===== src/include/sadc_pkg.sv =====
// Purpose: Shared constants and types for the SAR converter control block
// Assumes: 250 MHz system clock
// Notes: Times kept in ns, cycle counts derived from the clock period
package sadc_pkg;
  localparam int CLK_PERIOD_NS = 4;
  localparam int RES_BITS = 12;
  localparam int FRAME_BITS = 16;
  localparam int LEAD_ZEROS = FRAME_BITS - RES_BITS;
  localparam int CONV_TIME_NS = 8000;
  localparam int WAKE_TIME_NS = 6000;
  localparam int ACQ_TIME_NS = 1500;
  // Longest times round down, least times round up
  localparam int CONV_CYC = CONV_TIME_NS / CLK_PERIOD_NS;
  localparam int WAKE_CYC = WAKE_TIME_NS / CLK_PERIOD_NS;
  localparam int ACQ_CYC = (ACQ_TIME_NS + CLK_PERIOD_NS - 1) / CLK_PERIOD_NS;
  localparam logic [RES_BITS-1:0] RESULT_RST = 12'h000;
  localparam logic [4:0] BITCNT_RST = 5'h00;

  typedef enum logic [2:0] {
    SADC_TRACK,
    SADC_CONVERT,
    SADC_SLEEP,
    SADC_WAKE
  } sadc_state_t;

  typedef struct packed {
    logic [RES_BITS-1:0] code;
  } sadc_word_t;
endpackage : sadc_pkg


===== src/design/sadc_buf2.sv =====
// Purpose: Two-entry valid/ready buffer for conversion results
// Assumes: Single clock, clock enable freezes all state
// Notes: Full when both entries hold data; a word offered while full is not stored
`timescale 1ns/1ps
`default_nettype none
module sadc_buf2 #(
  parameter int W = 12
) (
  input wire logic ref_clk_i,
  input wire logic nrst_i,
  input wire logic ce_i,
  input wire logic [W-1:0] in_data_i,
  input wire logic in_valid_i,
  output logic in_ready_o,
  output logic [W-1:0] out_data_o,
  output logic out_valid_o,
  input wire logic out_ready_i
);
  logic [W-1:0] mem_r [2];
  logic wr_ptr_r;
  logic rd_ptr_r;
  logic [1:0] cnt_r;
  wire push = in_valid_i && (cnt_r != 2'h2);
  wire pop = out_ready_i && (cnt_r != 2'h0);

  assign in_ready_o = (cnt_r != 2'h2);
  assign out_valid_o = (cnt_r != 2'h0);
  assign out_data_o = mem_r[rd_ptr_r];

  always_ff @(posedge ref_clk_i or negedge nrst_i)
  begin
    if (!nrst_i)
    begin
      mem_r[0] <= '0;
      mem_r[1] <= '0;
      wr_ptr_r <= 1'b0;
      rd_ptr_r <= 1'b0;
      cnt_r <= 2'h0;
    end
    else if (ce_i)
    begin
      if (push)
      begin
        mem_r[wr_ptr_r] <= in_data_i;
        wr_ptr_r <= ~wr_ptr_r;
      end
      if (pop)
        rd_ptr_r <= ~rd_ptr_r;
      cnt_r <= cnt_r + {1'b0, push} - {1'b0, pop};
    end
  end
endmodule // sadc_buf2
`default_nettype wire


===== src/design/sadc_ctrl.sv =====
// Purpose: Conversion sequencing and serial readout of a 12-bit SAR converter
// Assumes: Pins convert_start_n and serial clock are asynchronous, sampled
//   through two flip-flops; the comparator code is sampled from sar_code_i at conversion end
// Notes: Serial data output enable is active low (low while driving)
`timescale 1ns/1ps
`default_nettype none
module sadc_ctrl #(
  parameter int CONV_CYC = sadc_pkg::CONV_CYC,
  parameter int WAKE_CYC = sadc_pkg::WAKE_CYC,
  parameter int ACQ_CYC = sadc_pkg::ACQ_CYC
) (
  input wire logic ref_clk_i,
  input wire logic nrst_i,
  input wire logic ce_i,
  input wire logic convert_start_n_i,
  input wire logic serial_clk_i,
  input wire sadc_pkg::sadc_word_t sar_code_i,
  output logic serial_result_out_o,
  output logic serial_result_oe_n_o,
  output logic busy_o,
  output logic hold_o,
  output logic power_down_o,
  output logic acq_done_o,
  output sadc_pkg::sadc_word_t result_o,
  output logic result_valid_o,
  input wire logic result_ready_i
);
  localparam int CW = 16;
  localparam int RB = sadc_pkg::RES_BITS;
  localparam int FB = sadc_pkg::FRAME_BITS;

  // Two-stage synchronisers; stage one is read only by stage two
  logic cs_s1_r, cs_s2_r, cs_d_r;
  logic sc_s1_r, sc_s2_r, sc_d_r;

  always_ff @(posedge ref_clk_i or negedge nrst_i)
  begin
    if (!nrst_i)
    begin
      cs_s1_r <= 1'b1;
      cs_s2_r <= 1'b1;
      cs_d_r <= 1'b1;
      sc_s1_r <= 1'b0;
      sc_s2_r <= 1'b0;
      sc_d_r <= 1'b0;
    end
    else if (ce_i)
    begin
      cs_s1_r <= convert_start_n_i;
      cs_s2_r <= cs_s1_r;
      cs_d_r <= cs_s2_r;
      sc_s1_r <= serial_clk_i;
      sc_s2_r <= sc_s1_r;
      sc_d_r <= sc_s2_r;
    end
  end

  wire cs_fall = cs_d_r && !cs_s2_r;
  wire cs_rise = !cs_d_r && cs_s2_r;
  wire sc_fall = sc_d_r && !sc_s2_r;

  sadc_pkg::sadc_state_t state_r, state_nxt;
  logic [CW-1:0] tmr_r, tmr_nxt;
  logic [CW-1:0] acq_r;
  sadc_pkg::sadc_word_t code_r;
  logic busy_r, hold_r, pd_r, acq_done_r;
  logic push_r;

  wire conv_end = (state_r == sadc_pkg::SADC_CONVERT) &&
                  (tmr_r == CW'(CONV_CYC - 1));
  wire wake_end = (state_r == sadc_pkg::SADC_WAKE) &&
                  (tmr_r == CW'(WAKE_CYC - 1));

  always_comb
  begin
    state_nxt = state_r;
    tmr_nxt = tmr_r + CW'(1);
    unique case (state_r)
      sadc_pkg::SADC_TRACK:
        if (cs_fall)
        begin
          state_nxt = sadc_pkg::SADC_CONVERT;
          tmr_nxt = '0;
        end
      sadc_pkg::SADC_CONVERT:
        if (conv_end)
        begin
          state_nxt = cs_s2_r ? sadc_pkg::SADC_TRACK : sadc_pkg::SADC_SLEEP;
          tmr_nxt = '0;
        end
      sadc_pkg::SADC_SLEEP:
      begin
        tmr_nxt = '0;
        if (cs_rise)
          state_nxt = sadc_pkg::SADC_WAKE;
      end
      sadc_pkg::SADC_WAKE:
        // hold after wake time, or at a later start fall
        if ((wake_end && !cs_s2_r) || (tmr_r >= CW'(WAKE_CYC - 1) && cs_fall))
        begin
          state_nxt = sadc_pkg::SADC_CONVERT;
          tmr_nxt = '0;
        end
        else if (tmr_r >= CW'(WAKE_CYC - 1))
          tmr_nxt = tmr_r;
    endcase
  end

  always_ff @(posedge ref_clk_i or negedge nrst_i)
  begin
    if (!nrst_i)
    begin
      state_r <= sadc_pkg::SADC_TRACK;
      tmr_r <= '0;
    end
    else if (ce_i)
    begin
      state_r <= state_nxt;
      tmr_r <= tmr_nxt;
    end
  end

  // busy drops after the conversion count
  // back to tracking at busy fall, or to sleep if convert start is still low
  always_ff @(posedge ref_clk_i or negedge nrst_i)
  begin
    if (!nrst_i)
    begin
      busy_r <= 1'b0;
      hold_r <= 1'b0;
      pd_r <= 1'b0;
      acq_r <= '0;
      acq_done_r <= 1'b1;
      code_r <= '0;
      push_r <= 1'b0;
    end
    else if (ce_i)
    begin
      busy_r <= (state_nxt == sadc_pkg::SADC_CONVERT);
      hold_r <= (state_nxt == sadc_pkg::SADC_CONVERT);
      pd_r <= (state_nxt == sadc_pkg::SADC_SLEEP);
      push_r <= conv_end;
      if (conv_end)
        code_r <= sar_code_i;
      // acquisition time status for the host
      if (conv_end)
      begin
        acq_r <= '0;
        acq_done_r <= 1'b0;
      end
      else if (!acq_done_r)
      begin
        acq_r <= acq_r + CW'(1);
        if (acq_r == CW'(ACQ_CYC - 1))
          acq_done_r <= 1'b1;
      end
    end
  end

  // Output shift register, counted by serial clock falling edges
  logic [4:0] bit_r;
  logic drive_r;
  logic sdo_r;
  wire [FB-1:0] frame = {{sadc_pkg::LEAD_ZEROS{1'b0}}, code_r.code};
  wire [4:0] bit_nxt = (bit_r == 5'(FB - 1)) ? 5'h00 : bit_r + 5'h01;
  wire [3:0] sel = 4'(FB - 1) - bit_r[3:0];

  always_ff @(posedge ref_clk_i or negedge nrst_i)
  begin
    if (!nrst_i)
    begin
      bit_r <= sadc_pkg::BITCNT_RST;
      drive_r <= 1'b0;
      sdo_r <= 1'b0;
    end
    else if (ce_i)
    begin
      // reset on start fall, serial clock low
      // a read spanning this edge is corrupted
      if (cs_fall && !sc_s2_r)
      begin
        bit_r <= sadc_pkg::BITCNT_RST;
        drive_r <= 1'b0;
        sdo_r <= 1'b0;
      end
      else if (sc_fall)
      begin
        bit_r <= bit_nxt;
        drive_r <= (bit_r != 5'(FB - 1));
        sdo_r <= (bit_r == 5'(FB - 1)) ? 1'b0 : frame[sel - 4'h1];
      end
      // First leading zero is driven once the read starts
      else if (sc_s2_r && !drive_r && bit_r == 5'h00)
      begin
        drive_r <= 1'b1;
        sdo_r <= frame[FB-1];
      end
    end
  end

  // Two-entry result stream; a word finishing while both entries are full is dropped
  logic buf_in_ready;
  sadc_pkg::sadc_word_t buf_data;
  logic buf_valid;
  sadc_buf2 #(
    .W(RB)
  ) u_buf (
    .ref_clk_i(ref_clk_i),
    .nrst_i(nrst_i),
    .ce_i(ce_i),
    .in_data_i(code_r.code),
    .in_valid_i(push_r),
    .in_ready_o(buf_in_ready),
    .out_data_o(buf_data),
    .out_valid_o(buf_valid),
    .out_ready_i(result_ready_i && result_valid_o)
  );

  // Registered stream outputs; pop only when the registered word is taken
  logic rv_r;
  sadc_pkg::sadc_word_t rd_r;
  always_ff @(posedge ref_clk_i or negedge nrst_i)
  begin
    if (!nrst_i)
    begin
      rv_r <= 1'b0;
      rd_r <= '0;
    end
    else if (ce_i)
    begin
      rv_r <= buf_valid && !(result_ready_i && rv_r);
      rd_r <= buf_data;
    end
  end

  assign serial_result_out_o = sdo_r;
  assign serial_result_oe_n_o = !drive_r;
  assign busy_o = busy_r;
  assign hold_o = hold_r;
  assign power_down_o = pd_r;
  assign acq_done_o = acq_done_r;
  assign result_o = rd_r;
  assign result_valid_o = rv_r;
endmodule // sadc_ctrl
`default_nettype wire


===== config.mk =====
export PLATFORM = sky130hd
export DESIGN_NAME = sadc_ctrl
export DESIGN_NICKNAME = d
export VERILOG_FILES = /design/src/include/sadc_pkg.sv /design/src/design/sadc_buf2.sv /design/src/design/sadc_ctrl.sv
export SDC_FILE = /design/constraint.sdc
export NUM_CORES = 1
export LEC_CHECK = 0
export BUFFER_PORTS_ARGS = -buffer_cell sky130_fd_sc_hd__buf_4
export CORE_MARGIN = 10
export CORE_UTILIZATION = 35
export CTS_CLUSTER_DIAMETER = 30
export DETAILED_ROUTE_END_ITERATION = 10
export GPL_ROUTABILITY_DRIVEN = 0
export PLACE_DENSITY = 0.55
export SYNTH_ARGS = -nofsm -noshare
export SYNTH_HDL_FRONTEND = slang
export SYNTH_HIERARCHICAL = 1
export SYNTH_SLANG_ARGS = --single-unit

===== constraint.sdc =====
create_clock -name ref_clk_i -period 4.8 [get_ports ref_clk_i]
set_clock_uncertainty 0.2 [all_clocks]
set_input_delay 0.48 -clock ref_clk_i [delete_from_list [all_inputs] [get_ports ref_clk_i]]
set_output_delay 0.48 -clock ref_clk_i [all_outputs]
set_load 0.02 [all_outputs]

==> metrics.yaml <==
fin_nets: 530
cts_tree: "yes"
cts.path.max_buffers: 2
maxSlewViolCount: 0
synth_fp_nets: 502
first_pass_iters: 4
setup_tns_ps: 0
drc: 0
setup_ws_ps: 1910
slew_headroom: 0.284
totalWireLength_um: 11200
viasPerCell: 5.15
outcome: "complete, no violations"
drtIter0Drc: 181
ys_ff_latch: 105
setup_viol: 0
core_sq_mm: 0.0150
layout.cells.non_filler: 698
synth_edf_count: 0
wire_per_inst_um: 16.1
r2r_start: "tmr_r[0]"
hp-class: "input port to async pin"
cts_buffers: 9
synth_area_sq_mm: 0.00532
dp.cells: 682
yosysWarnings: 6
io_buffers: 36
max_cap_viol_count: 0
critPathSlowestCell: "dfrtp_1"
vdd_drop_max_v: 0.000205
dp_worst_setup_slack_ps: 1820
postSynth.asyncResetShare: 1.00
synth_cell_types: 72
holdBufCountCts: 0
critPathRequiredTime_ps: 4840
criticalPathCategory: "flop to flop"
antennaDiodeCount: 0
crit_path_start_kind: "flop"
rsz0062_at_grt: "false"
cts_resized: 0
post-route-period-util: 0.602
clock_sink_count: 105
arrival_ps: 2920
die-area_sq_mm: 0.0205
syn2layout_area_growth_pct: 13.4
synth_ff_type: "dfrtp_1"
insertion_delay_ps: 350
die_w_um: 143
htreeDepth: 3
clkTransAtPathRegs_ps: 70
hold_violations: 0
grt_pass1_vias: 3562
path_max_fanout: 13
synthCells: 477
cp-end-kind: "flop"
grt_max_degree: 67
start_util: 0.354
avgSynthCellArea_sq_um: 11.2
worstMarginPinSlew_ps: 1070
post_cts_buffers: 0
grt-ovfl-total: 0
drive_gt1_frac: 0.288
ant_nets: 0
p_per_area_mw_per_mm2: 433
worstPathCellList: "ha_1 -> or2b_1 -> or3_4 -> o311ai_4 -> o311ai_2 -> and3_4 -> a221o_1"
slowest_delay_ps: 400
fmax_mhz: 346
finalPower_mw: 2.61
track_usage: 0.114
critPathLaunch: "tmr_r[0]"
dp_hpwl_um: 7700
root_buffer: "clkbuf_16"
power_leakage_nw: 2.82
io_pins: 37
fin_crit_ps: 2890
antenna_found_initial: 0
rows: 45
vias: 3596
grt_pass1_wl_um: 18700
seq_area_frac_synth: 0.495
fin_util: 0.401
fp.dieH_um: 143
==> worst paths after layout <==
check                                 endpoint  slack [ps]  cells past startpoint
worst max-delay path                  tmr_r[5]        1910                      7
worst min-delay path               result_o[2]          20                      1
worst max register to register        tmr_r[5]        1910                      7
worst min register to register  u_buf/mem_r[5]         310                      1
max in group asynchronous               cs_d_r        3320                      2
min in group ref_clk_i               code_r[4]         110                      3
==> per-stage QoR <==
step           hold slack [ps]  instance area, sq um
6_report                  23.9                  6030
2_1_floorplan            -15.6                  5320
3_5_place_dp               287                  5700
3_3_place_gp               283                  5700
4_1_cts                   66.1                  6030
5_1_grt                   93.8                  6030
==> cell usage after synthesis, types with 8 or more instances <==
master,number,area (sq um)
dfrtp_1,101,2530
clkbuf_1,8,30.0
nand3_1,21,105
and3_1,9,56.3
mux2_2,46,518
inv_1,11,41.3
xnor2_1,13,114
nand2_1,64,240
a221o_1,10,100
nor2_1,46,173
o21ai_0,15,75.1
mux2_4,10,150
==> layer usage <==
layer,vias up,track usage,routed length (um)
met2,69,0.180,5310
met4,0,0.0441,172
met1,1775,0.147,5330
li1,1743,-,-
met5,-,0,0
met3,9,0.0277,409
==> power by group <==
group / internal, mW / switching [mW]
combinational: 0.304 / 0.281
sequential: 1.02 / 0.199
clock: 0.473 / 0.333
==> layout by cell type, fill, tap and decap left out, types with 4 or more instances in the layout <==
master and count:
mux2_2 46, nor2b_1 5, and3_2 4, a21oi_1 4, a211oi_1 4, nor2_1 45, nand4_1 4, mux2_4 10
a221o_1 10, o21ai_0 15, ha_1 7, nand2_1 64, inv_1 11, dfrtp_1 101, clkbuf_16 9, or2_2 4
nand3_1 21, and3_1 9, buf_4 37, xor2_1 7, dfstp_2 4, xnor2_1 13, nor3_1 4
==> worst max-delay path, delay by kind of cell, from the launching register on <==
kind / cells / cell delay (ps)
simple gates: 3 / 980
fa+ha+maj: 1 / 210
flops: 1 / 400
compound gates: 3 / 980
==> cells by family (layout without fill, tap and decap cells) <==
family	count (synthesis)	in the layout	share of synthesized area
multiplexers	62	62	0.144
buffers and inverters	32	65	0.0334
XOR/XNOR	20	20	0.0329
adder cells (fa/ha/maj)	7	7	0.0165
AND/OR/NAND/NOR	196	196	0.194
flip-flops	105	105	0.495
AO/OA/AOI/OAI	55	55	0.0849
==> layout make-up <==
type | count | area [sq um]
clock buffer | 10 | 239
clock inverter | 6 | 90.1
fill | 1412 | 9000
inverter | 12 | 45.0
multi-input combinational | 340 | 2510
sequential | 105 | 2630
tap | 188 | 235
timing repair buffer | 37 | 278
==> flip-flops by register name, indices dropped and copies added, names as in the netlist, 2 cells and up <==
signal / cells
code_r: 12
acq_r: 16
tmr_r: 16
result_o: 12
u_buf/cnt_r: 2
bit_r: 5
u_buf/mem_r: 24
state_r: 3
(Power assumes the default switching activity.)
